## config.mk

```make
export PLATFORM = sky130hd
export DESIGN_NAME = sssg_top
export DESIGN_NICKNAME = d
export VERILOG_FILES = /design/src/sssg_pkg.sv /design/src/sssg_top.sv
export SDC_FILE = /design/constraint.sdc
export NUM_CORES = 1
export LEC_CHECK = 0
export BUFFER_PORTS_ARGS = -buffer_cell sky130_fd_sc_hd__buf_2
export CAP_MARGIN = 20
export CORE_AREA = 10 10 111 113
export DETAILED_ROUTE_END_ITERATION = 8
export DIE_AREA = 0 0 121 123
export GPL_ROUTABILITY_DRIVEN = 0
export PLACE_DENSITY = 0.74
export SLEW_MARGIN = 20
export SYNTH_ARGS = -nofsm -noshare
export SYNTH_HDL_FRONTEND = slang
export SYNTH_SLANG_ARGS = --single-unit
export TNS_END_PERCENT = 1
```

## constraint.sdc

```tcl
create_clock -name clk_sys -period 2.1 [get_ports clk_sys]
set_input_delay 0.315 -clock clk_sys [delete_from_list [all_inputs] [get_ports clk_sys]]
set_output_delay 0.315 -clock clk_sys [all_outputs]
set_load 0.05 [all_outputs]
```

## src/sssg_pkg.sv

```systemverilog
// Constants, types and register map of the supply status and start-up gate.
//Contract
//- Strobe low drives six flags; high floats them
//- Overvoltage flag high when strobed and sense low
//- Overvoltage flag floats while strobe high
//- Overtemperature flag high when strobed, sense low
//- Overtemperature flag floats while strobe high
//- Positive-limit output shows latch, low means limit
//- Constant-voltage output shows latch, low means mode
//- Negative-limit loop low drives its output low
//- Positive-limit loop high makes output read low
//- Regulation loop medium is CV, high unregulated
//- Several flags together during transients are legal
//- Bias good advances delay; loss resets it fast
//- Power-clear-ready rises and holds at delay end
//- Output-on only when ready and enable low
//- Bias good is unregulated bias and rail ok
//- Five status inputs decode onto six outputs
package sssg_pkg;
	localparam int CLK_NS = 5;
	localparam int TICK_NS = 1000;
	localparam int TICK_CYC = (TICK_NS + CLK_NS - 1) / CLK_NS;
	localparam int STARTUP_DELAY_US = 100;
	localparam int ADDR_W = 5;
	localparam int CNT_W = 16;
	localparam logic [4:0] OFS_STATUS = 5'h00;
	localparam logic [4:0] OFS_IRQ_STAT = 5'h04;
	localparam logic [4:0] OFS_IRQ_MASK = 5'h08;
	localparam logic [4:0] OFS_DELAY = 5'h0c;
	localparam logic [4:0] OFS_TIMER = 5'h10;
	localparam int STS_PCR = 6;
	localparam int STS_ON = 7;
	localparam int STS_BIAS = 8;
	localparam int IRQ_W = 4;
	localparam logic [3:0] RST_IRQ_MASK = 4'h0;
	localparam int PIN_OEN = 0;
	localparam int PIN_RAIL = 1;
	localparam int PIN_UBIAS = 2;
	localparam int PIN_REG = 3;
	localparam int PIN_POS = 5;
	localparam int PIN_NEG = 6;
	localparam int PIN_TEMP = 7;
	localparam int PIN_OV = 8;
	localparam int PIN_STB = 9;
	localparam int PIN_W = 10;
	localparam logic [9:0] SYNC_RST = 10'h3c1;
	localparam logic [1:0] LVL_MED = 2'h1;
	typedef enum logic [1:0] {
		ST_IDLE = 2'b00,
		ST_CHARGE = 2'b01,
		ST_READY = 2'b11
	} sssg_state_e;
	typedef struct packed {
		logic excessHeatFlag;
		logic excessVoltFlag;
		logic unregStatus;
		logic negLimitStatus;
		logic posLimitStatus;
		logic constVoltStatus;
	} sssg_flags_s;
	typedef struct packed {
		logic unreg;
		logic negLim;
		logic posLim;
		logic constVolt;
	} sssg_modes_s;
	typedef struct packed {
		logic wr;
		logic rd;
		logic [ADDR_W-1:0] addr;
		logic [31:0] wdata;
	} sssg_req_s;
endpackage : sssg_pkg

```

## src/sssg_top.sv

```systemverilog
// Status decoder, status bus gate and power-on sequencer.
//
// The register offsets and the plain strobed port are this design's own decisions.
`timescale 1ns/1ps
module sssg_top #(
	parameter int DELAY_US = sssg_pkg::STARTUP_DELAY_US, // Delay in us.
	parameter int TICK_CYC = sssg_pkg::TICK_CYC // Cycles per us.
) (
	input wire logic clk_sys, // System clock.
	input wire logic rst, // Synchronous reset.
	input wire logic excessVoltSenseIn, // Low on overvoltage.
	input wire logic tempSenseIn, // Low on overtemperature.
	input wire logic negLimitLoopIn, // Low in negative limit.
	input wire logic posLimitLoopIn, // High in positive limit.
	input wire logic [1:0] regulationLoopIn, // Level code.
	input wire logic unregBiasOkIn, // Unregulated bias ok.
	input wire logic mediumRailOkIn, // Medium rail ok.
	input wire logic statusStrobeN, // Status read strobe.
	input wire logic outputEnableN, // Output enable.
	output sssg_pkg::sssg_flags_s statusBusOut, // Status bus data.
	output sssg_pkg::sssg_flags_s statusBusOeN, // Low drives pin.
	output logic biasGood, // Bias supplies good.
	output logic powerClearReady, // Start-up delay done.
	output logic outputOn, // Output stage enabled.
	input sssg_pkg::sssg_req_s regReq, // Register request.
	output logic [31:0] regRdata, // Read data.
	output logic irq // Level interrupt.
);
	localparam logic [sssg_pkg::CNT_W-1:0] DELAY_RST =
		sssg_pkg::CNT_W'(DELAY_US);
	localparam logic [15:0] TICK_LAST = 16'(TICK_CYC - 1);

	logic [sssg_pkg::PIN_W-1:0] sync1_r;
	logic [sssg_pkg::PIN_W-1:0] sync2_r;
	sssg_pkg::sssg_modes_s modeLatch_r;
	sssg_pkg::sssg_flags_s busOut_r;
	sssg_pkg::sssg_flags_s busOeN_r;
	sssg_pkg::sssg_state_e state_r;
	sssg_pkg::sssg_state_e stateNxt;
	logic [15:0] tickCnt_r;
	logic [sssg_pkg::CNT_W-1:0] usCnt_r;
	logic [sssg_pkg::CNT_W-1:0] usCntNxt;
	logic [sssg_pkg::CNT_W-1:0] delayLimit_r;
	logic biasGood_r;
	logic pcr_r;
	logic outputOn_r;
	logic ovPrev_r;
	logic otPrev_r;
	logic [sssg_pkg::IRQ_W-1:0] irqStat_r;
	logic [sssg_pkg::IRQ_W-1:0] irqMask_r;
	logic irq_r;
	logic [31:0] rdata_r;

	wire [sssg_pkg::PIN_W-1:0] pinRaw = {statusStrobeN, excessVoltSenseIn,
		tempSenseIn, negLimitLoopIn, posLimitLoopIn, regulationLoopIn,
		unregBiasOkIn, mediumRailOkIn, outputEnableN};

	// Pin inputs are resynchronised before any decoding.
	always_ff @(posedge clk_sys) begin
		if (rst) begin
			sync1_r <= sssg_pkg::SYNC_RST;
			sync2_r <= sssg_pkg::SYNC_RST;
		end else begin
			sync1_r <= pinRaw;
			sync2_r <= sync1_r;
		end
	end

	// Each condition is decoded on its own, so several may show at once.
	wire strobeLow = ~sync2_r[sssg_pkg::PIN_STB];
	wire ovNow = ~sync2_r[sssg_pkg::PIN_OV];
	wire otNow = ~sync2_r[sssg_pkg::PIN_TEMP];
	wire [1:0] regLevel = sync2_r[sssg_pkg::PIN_REG +: 2];
	wire enableLow = ~sync2_r[sssg_pkg::PIN_OEN];
	wire biasNow = sync2_r[sssg_pkg::PIN_UBIAS]
		& sync2_r[sssg_pkg::PIN_RAIL];
	sssg_pkg::sssg_modes_s modeNow;
	assign modeNow.negLim = ~sync2_r[sssg_pkg::PIN_NEG];
	assign modeNow.posLim = sync2_r[sssg_pkg::PIN_POS];
	assign modeNow.constVolt = (regLevel == sssg_pkg::LVL_MED);
	assign modeNow.unreg = regLevel[1];

	// Mode latches track the loops and freeze while a read is under way.
	always_ff @(posedge clk_sys) begin
		if (rst) begin
			modeLatch_r <= '0;
		end else if (!strobeLow) begin
			modeLatch_r <= modeNow;
		end
	end

	sssg_pkg::sssg_flags_s flagsNow;
	assign flagsNow.excessHeatFlag = otNow;
	assign flagsNow.excessVoltFlag = ovNow;
	assign flagsNow.unregStatus = ~modeLatch_r.unreg;
	assign flagsNow.negLimitStatus = ~modeLatch_r.negLim;
	assign flagsNow.posLimitStatus = ~modeLatch_r.posLim;
	assign flagsNow.constVoltStatus = ~modeLatch_r.constVolt;
	wire sssg_pkg::sssg_flags_s busOutNxt = strobeLow ? flagsNow : '0;
	wire sssg_pkg::sssg_flags_s busOeNNxt = strobeLow ? '0 : '1;

	always_ff @(posedge clk_sys) begin
		if (rst) begin
			busOut_r <= '0;
			busOeN_r <= '1;
		end else begin
			busOut_r <= busOutNxt;
			busOeN_r <= busOeNNxt;
		end
	end

	// Microsecond tick runs only while the delay is charging.
	wire charging = (state_r == sssg_pkg::ST_CHARGE);
	wire tick = charging && (tickCnt_r == TICK_LAST);
	wire atLimit = (usCnt_r >= delayLimit_r);

	always_comb begin
		stateNxt = state_r;
		usCntNxt = usCnt_r;
		case (state_r)
			sssg_pkg::ST_IDLE: begin
				stateNxt = sssg_pkg::ST_CHARGE;
			end
			sssg_pkg::ST_CHARGE: begin
				if (atLimit) begin
					stateNxt = sssg_pkg::ST_READY;
				end else if (tick) begin
					usCntNxt = usCnt_r + 1'b1;
				end
			end
			sssg_pkg::ST_READY: begin
				stateNxt = sssg_pkg::ST_READY;
			end
			default: begin
				stateNxt = sssg_pkg::ST_IDLE;
			end
		endcase
		if (!biasNow) begin
			stateNxt = sssg_pkg::ST_IDLE;
			usCntNxt = '0;
		end
	end

	wire pcrNxt = (stateNxt == sssg_pkg::ST_READY);

	always_ff @(posedge clk_sys) begin
		if (rst) begin
			state_r <= sssg_pkg::ST_IDLE;
			usCnt_r <= '0;
			tickCnt_r <= '0;
			biasGood_r <= 1'b0;
			pcr_r <= 1'b0;
			outputOn_r <= 1'b0;
		end else begin
			state_r <= stateNxt;
			usCnt_r <= usCntNxt;
			tickCnt_r <= (!charging || tick) ? '0 : tickCnt_r + 1'b1;
			biasGood_r <= biasNow;
			pcr_r <= pcrNxt;
			outputOn_r <= pcrNxt && enableLow;
		end
	end

	// Register port and interrupt logic.
	wire wrStat = regReq.wr && (regReq.addr == sssg_pkg::OFS_IRQ_STAT);
	wire wrMask = regReq.wr && (regReq.addr == sssg_pkg::OFS_IRQ_MASK);
	wire wrDelay = regReq.wr && (regReq.addr == sssg_pkg::OFS_DELAY);
	wire [3:0] evt = {pcr_r & ~pcrNxt, ~pcr_r & pcrNxt,
		otNow & ~otPrev_r, ovNow & ~ovPrev_r};
	wire [3:0] clr = wrStat ? regReq.wdata[3:0] : 4'h0;
	// A new event wins over a clear in the same cycle.
	wire [3:0] irqStatNxt = (irqStat_r & ~clr) | evt;
	wire [3:0] irqMaskNxt = wrMask ? regReq.wdata[3:0] : irqMask_r;
	wire [31:0] statusWord = {23'h0, biasGood_r, outputOn_r, pcr_r,
		otNow, ovNow, modeLatch_r};
	logic [31:0] rdMux;
	always_comb begin
		case (regReq.addr)
			sssg_pkg::OFS_STATUS: rdMux = statusWord;
			sssg_pkg::OFS_IRQ_STAT: rdMux = {28'h0, irqStat_r};
			sssg_pkg::OFS_IRQ_MASK: rdMux = {28'h0, irqMask_r};
			sssg_pkg::OFS_DELAY: rdMux = {16'h0, delayLimit_r};
			sssg_pkg::OFS_TIMER: rdMux = {16'h0, usCnt_r};
			default: rdMux = 32'h0;
		endcase
	end

	always_ff @(posedge clk_sys) begin
		if (rst) begin
			irqStat_r <= '0;
			irqMask_r <= sssg_pkg::RST_IRQ_MASK;
			delayLimit_r <= DELAY_RST;
			ovPrev_r <= 1'b0;
			otPrev_r <= 1'b0;
			irq_r <= 1'b0;
			rdata_r <= '0;
		end else begin
			irqStat_r <= irqStatNxt;
			irqMask_r <= irqMaskNxt;
			if (wrDelay) begin
				delayLimit_r <= regReq.wdata[15:0];
			end
			ovPrev_r <= ovNow;
			otPrev_r <= otNow;
			irq_r <= |(irqStatNxt & irqMaskNxt);
			rdata_r <= regReq.rd ? rdMux : 32'h0;
		end
	end

	assign statusBusOut = busOut_r;
	assign statusBusOeN = busOeN_r;
	assign biasGood = biasGood_r;
	assign powerClearReady = pcr_r;
	assign outputOn = outputOn_r;
	assign regRdata = rdata_r;
	assign irq = irq_r;
endmodule : sssg_top

```

# After elaboration in Yosys (flattened, before gate mapping)

Cells that the tools add are included.

Bitwise operators: 24
Multiplexer cells: 7
Reduce and logical (&&, ||, !) cells: 15
$lt $le $gt $ge: 1
$add $sub $neg: 2
Eq/ne operators: 9

Operators with widths:

| cell                                           | number |
|---|---|
| one-hot mux 16 bit (5 select lines)            | 1 |
| adder 16 x 1 -> 16 bit, second input constant  | 2 |
| == test 16 x 8 -> 1 bit, second input constant | 1 |
| greater-or-equal comparator 16 bit             | 1 |
| NOT 1 bit                                      | 15 |
| == test 5 x 4 -> 1 bit, second input constant  | 2 |
| AND 4 bit                                      | 2 |
| two-way mux 4 bit                              | 2 |
| OR reduction 2 bit                             | 4 |
| two-way mux 6 bit                              | 1 |
| one-hot mux 2 bit (3 select lines)             | 1 |
| AND 1 bit                                      | 5 |
| == test 5 x 3 -> 1 bit, second input constant  | 1 |
| == test 5 bit, second input constant           | 1 |
| logical AND 1 bit                              | 5 |
| logical NOT 5 bit                              | 1 |
| == test 2 x 1 -> 1 bit, second input constant  | 2 |
| == test 2 bit, second input constant           | 2 |
| two-way mux 2 bit                              | 2 |
| NOT 4 bit                                      | 1 |
| bitwise OR 4 bit                               | 1 |
| OR reduction 4 bit                             | 1 |
| AND reduction 3 bit                            | 1 |
| logical NOT 2 bit                              | 1 |
| other kinds (2)                                | 2 |

Word-level logic and storage cells: 89
Bits in registers: 132
Output and inout port bits: 48

# Logic depth before layout (Yosys ltp)

Depth in word-level cells: 10
Gate-level depth with buffers: 10
Mapped depth without buffers: 8

# Least setup slack after synthesis

Ideal clock, no wire load.

Path kind: reg2reg
Start: register usCnt_r[0] (netlist name)
End: register usCnt_r[5] (netlist name)
Stages on the path, launching flop included: 10
Setup time: 0.074 ns
Period minus slack after synthesis: 2.291 ns
Data arrival time: 2.218 ns
Required time: 2.026 ns
Path buffers: 1
Setup slack: -0.191 ns
Path through: dfxtp_1 -> inv_1 -> ha_1 -> nand2b_4 -> a2111oi_4 -> nor4b_2 -> nand4b_4 -> buf_6 -> or4_1 -> a21oi_1

Longest elaborated chain between the ends: 3
Elaborated cells on any way between the ends: 4
Classes of those cells: 1 x add/sub; 1 x order compare; 1 x bitwise; 1 x reduce/logical

RTL lines:

| item                                 | RTL line        | source |
|---|---|---|
| from (decl)                          | sssg_top.sv:41  | `logic [sssg_pkg::CNT_W-1:0] usCnt_r;` |
| from (signal assigned)               | sssg_top.sv:156 | `usCnt_r <= usCntNxt;` |
| greater-or-equal comparator 16 bit   | sssg_top.sv:115 | `wire atLimit = (usCnt_r >= delayLimit_r);` |
| NOT 1 bit (no source line)           | -               |  |
| AND reduction 3 bit (no source line) | -               |  |

Several ways; a longest one is shown, not always the timed one.
A chain may end at the register's enable or synchronous reset.

# Final worst setup path

Start: register delayLimit_r[15] (netlist name)
End: register usCnt_r[7] (netlist name)

Longest elaborated chain between the ends: 3

RTL lines:

| item                                 | RTL line        | source |
|---|---|---|
| from (decl)                          | sssg_top.sv:43  | `logic [sssg_pkg::CNT_W-1:0] delayLimit_r;` |
| from (signal assigned)               | sssg_top.sv:201 | `delayLimit_r <= regReq.wdata[15:0];` |
| greater-or-equal comparator 16 bit   | sssg_top.sv:115 |  |
| NOT 1 bit (no source line)           | -               |  |
| AND reduction 3 bit (no source line) | -               |  |

Every way passes these cells.

==> flow_metrics.py <==
metrics = {
    "hold_path": {
        "hp-class": "in2reg",
        "hold_path.startpoint": "tempSenseIn",
        "whs_endpoint": "sync1_r[7]$_SDFF_PP1_",
        "whs_path_depth": 2,
    },
    "detailed_routing": {
        "ant_nets": 0,
        "vias": 4219,
        "drc": 0,
        "dr.pass1.iters": 5,
        "drtIter0Drc": 246,
        "via_per_inst": 5.274,
        "avgRoutedWirePerCell_um": 16.09,
        "totalWireLength_mm": 12.87,
    },
    "worst_setup_path": {
        "crit_top_cell": "buf_4",
        "r2r_slack_ns": -0.38,
        "rr_startpoint": "delayLimit_r[15]$_SDFFE_PP0P_",
        "path_cells": "inv_2 -> ha_4 -> nand4_1 -> buf_6 -> o21bai_4 -> buf_4 -> nor2_4 -> buf_4 -> nand4b_4 -> buf_4 -> o31ai_1 -> a21oi_1",
        "crit_required_ns": 2.36,
        "cp-start-kind": "flop",
        "worstPathArrival_ns": 2.74,
        "r2r-end": "usCnt_r[7]$_SDFFE_PP0P_",
        "rr_worst_depth": 12,
        "max_stage_delay_ns": 0.36,
        "cp_max_fo": 5,
        "slowest_stage": "o31ai_1",
        "endpoint_kind": "flop",
        "setup.worst_path.class": "reg2reg",
    },
    "layout": {
        "fill_cells": 830,
        "n_antenna_cell": 0,
        "final_util": 0.6142,
        "multi_input_area_um2": 2641,
        "drive_gt1_frac": 0.3464,
        "nNetsFinal": 728,
        "final_cells": 800,
        "synthToLayoutAreaGrowth_pct": 28.74,
        "design_area_um2": 6227,
        "seq_area_um2": 2238,
    },
    "status": {
        "outcome": "complete, but fails checks",
        "failed_checks": "setup timing",
    },
    "pwr": {
        "power_density_nw_per_um2": 578.0,
        "combPwrFrac": 0.067,
        "vdd_ir_drop_max_mv": 0.5363,
        "pwr-share-seq": 0.597,
        "p_leak_nw": 2.532,
        "p_sw_frac": 0.2596,
        "p_int_mw": 2.665,
        "pwr-share-clk": 0.336,
        "finalPower_mw": 3.599,
        "p_switching_uw": 934.4,
    },
    "sta": {
        "tightestPinTransition_ns": 0.5833,
        "hold-worst-slack_ns": 0.1060,
        "slew_headroom": 0.6102,
        "slew_violations": 0,
        "worst_slack_ns": -0.3793,
        "layout_min_cycle_time_ns": 2.479,
        "finalHoldViolations": 0,
        "fmax_mhz": 403.3,
        "period_share": 1.181,
        "grt_setup_unrepaired": "true",
        "setup_viol": 22,
        "skew_ns": 0.01070,
    },
    "clocking": {
        "clk_latency_ns": 0.38,
        "cts_tree": "done",
        "clockBufferDepth": 2,
        "clkSinkCount": 111,
        "clock-root-buffer": "clkbuf_8",
        "cts_made_buffers": 9,
        "clkTransAtPathRegs_ns": 0.11,
        "htree_levels": 3,
    },
    "floorplan": {
        "core_area_um2": 10140,
        "die_h_um": 123,
        "io_pins": 99,
        "die_w_um": 121,
        "start_util": 0.4771,
        "die-area_um2": 14880,
        "rows": 37,
    },
    "yosys": {
        "ys_async_sr_fraction": 0,
        "synth-edff-count": 0,
        "avgSynthCellArea_um2": 9.008,
        "yosysUniqueCellTypes": 53,
        "ys_ff_latch": 111,
        "yosysWarnings": 0,
        "netlist_area_um2": 4837,
        "synthFlopType": "dfxtp_1",
        "ys_seq_area_frac": 0.4594,
        "synthCells": 537,
    },
    "global_route": {
        "grt_pass1_wl_mm": 19.71,
        "antenna_found_initial": 0,
        "grt_max_degree": 32,
        "grt_pass1_vias": 4273,
        "grt_usage": 0.1596,
        "overflow": 0,
    },
    "job": {
        "maxCapViolCount": 0,
    },
    "placed_design": {
        "io_buffers": 66,
        "dp_hpwl_mm": 8.578,
        "dp_cells": 770,
        "placed_area_um2": 5622,
    },
}
[layout make-up]
| class | count | share of cell area |
|---|---|---|
| multi-input cells | 370 | 0.4242 |
| well taps | 136 | 0.02733 |
| flip-flops and latches | 111 | 0.3595 |
| inverters | 29 | 0.01748 |
| clock inverters | 6 | 0.008238 |
| clock buffers | 10 | 0.02049 |
| repair buffers | 138 | 0.1429 |
[critical path, delay by kind of cell, from the launching register on]
kind                       cells  cell delay [ns]
buffers and inverters          5             0.72
AOI/OAI and AO/OA              3             0.54
and+or+nand+nor                3             0.53
DFF                            1             0.35
adders and majority gates      1             0.21
[synthesized netlist by cell type, drive strengths merged, types with 2 or more instances]
cell type,n,area [µm²]
xnor2,8,70.07
or3,4,25.02
o22ai,5,31.28
nand3b,6,57.56
and2,4,25.02
nand4,7,43.79
xor2,5,43.79
o21ai,9,45.04
nor4,3,31.28
nor2,62,232.7
ha,18,225.2
o21a,2,15.01
mux2i,17,170.2
buf,29,210.2
nor2b,13,81.33
nor3,7,35.03
and3,6,37.54
or2,12,75.07
inv,29,108.9
dfxtp,111,2222
and4,3,26.28
nand4b,2,32.53
clkbuf,16,60.06
nand3,6,30.03
or4,14,105.1
nand2b,3,26.27
o31ai,15,117.6
nand2,51,191.4
a22oi,10,75.07
o21bai,2,15.01
a21oi,44,220.2
[power groups by stage]
stage	Clock (mW)	Combinational, mW	Sequential [mW]
CTS	1.23	0.233	2.15
finish	1.21	0.240	2.15
detailed placement	0	0.232	2.20
global route	1.31	0.258	2.15
floorplan	0	0.176	2.20
global placement	0	0.227	2.20
[metrics by stage]
| step | setup WS, ns | setup TNS (ns) |
|---|---|---|
| 4_1_cts | -0.1490 | -2.029 |
| 6_report | -0.3793 | -3.788 |
| 3_5_place_dp | -0.2756 | -3.782 |
| 5_1_grt | -0.4329 | -5.407 |
| 2_1_floorplan | -0.007642 | -0.02029 |
| 3_3_place_gp | -0.1818 | -2.004 |
[cells in the final DEF, fill, tap and decap left out, types with 8 or more instances in the layout]
master    synthesis  layout
ha_4              0       8
buf_2             3      66
mux2i_1          17      17
inv_1            29      23
nor2_1           62      59
clkbuf_8          0       9
or2_2            12      12
nand2_1          51      50
a21oi_1          44      39
or4_1            14      12
dfxtp_2           0      13
buf_4            22      67
a22oi_1          10      10
nor2b_1          13      13
conb_1            1      16
ha_1             18      10
dfxtp_1         111      98
[registers in the layout, indices dropped and copies added (netlist names), 6 cells and up]
| register | count |
|---|---|
| sync2_r | 10 |
| delayLimit_r | 16 |
| sync1_r | 10 |
| regRdata | 16 |
| usCnt_r | 16 |
| statusBusOut | 6 |
| tickCnt_r | 16 |
[logic make-up (layout without fill, tap and decap cells)]
| group | count (synthesis) | in the layout | share of synthesized area |
|---|---|---|---|
| compound gates | 95 | 95 | 0.1260 |
| xor+xnor | 13 | 13 | 0.02354 |
| fa+ha+maj | 18 | 18 | 0.04656 |
| buf+inv | 74 | 183 | 0.07837 |
| flops | 111 | 111 | 0.4594 |
| mux | 18 | 18 | 0.03751 |
| other cells | 1 | 16 | 0.0007753 |
| simple gates | 207 | 210 | 0.2279 |
[how the worst max path moves through the flow]
stage | startpoint | endpoint | slack (ns) | cells after the start
final | delayLimit_r[15]$_SDFFE_PP0P_ | usCnt_r[7]$_SDFFE_PP0P_ | -0.38 | 12
after global routing | usCnt_r[12]$_SDFFE_PP0P_ | usCnt_r[7]$_SDFFE_PP0P_ | -0.43 | 11
after CTS | usCnt_r[0]$_SDFFE_PP0P_ | usCnt_r[5]$_SDFFE_PP0P_ | -0.15 | 10
after detailed placement | delayLimit_r[0]$_SDFFE_PP0P_ | usCnt_r[15]$_SDFFE_PP0P_ | -0.28 | 7
after global placement | delayLimit_r[0]$_SDFFE_PP0P_ | usCnt_r[15]$_SDFFE_PP0P_ | -0.18 | 7
after floorplan | delayLimit_r[15]$_SDFFE_PP0P_ | irq$_SDFF_PP0_ | -0.008 | 8
[timing repair]
item,4_1_cts,5_1_grt
resized for setup,19,47
pin swaps,4,20
setup buffers,7,5
hold buffers,0,0
cloned,2,1
endpoints found under the setup margin,22,22
[routing by layer]
layer / vias up / global-route usage / share of wire
met1: 2002 / 0.1794 / 0.39
met3: 28 / 0.03510 / 0.056
met2: 129 / 0.2898 / 0.53
met5: - / 0 / 0
li1: 2060 / - / -
met4: 0 / 0.05882 / 0.025
Note: power is estimated with default switching activity, not from simulation.
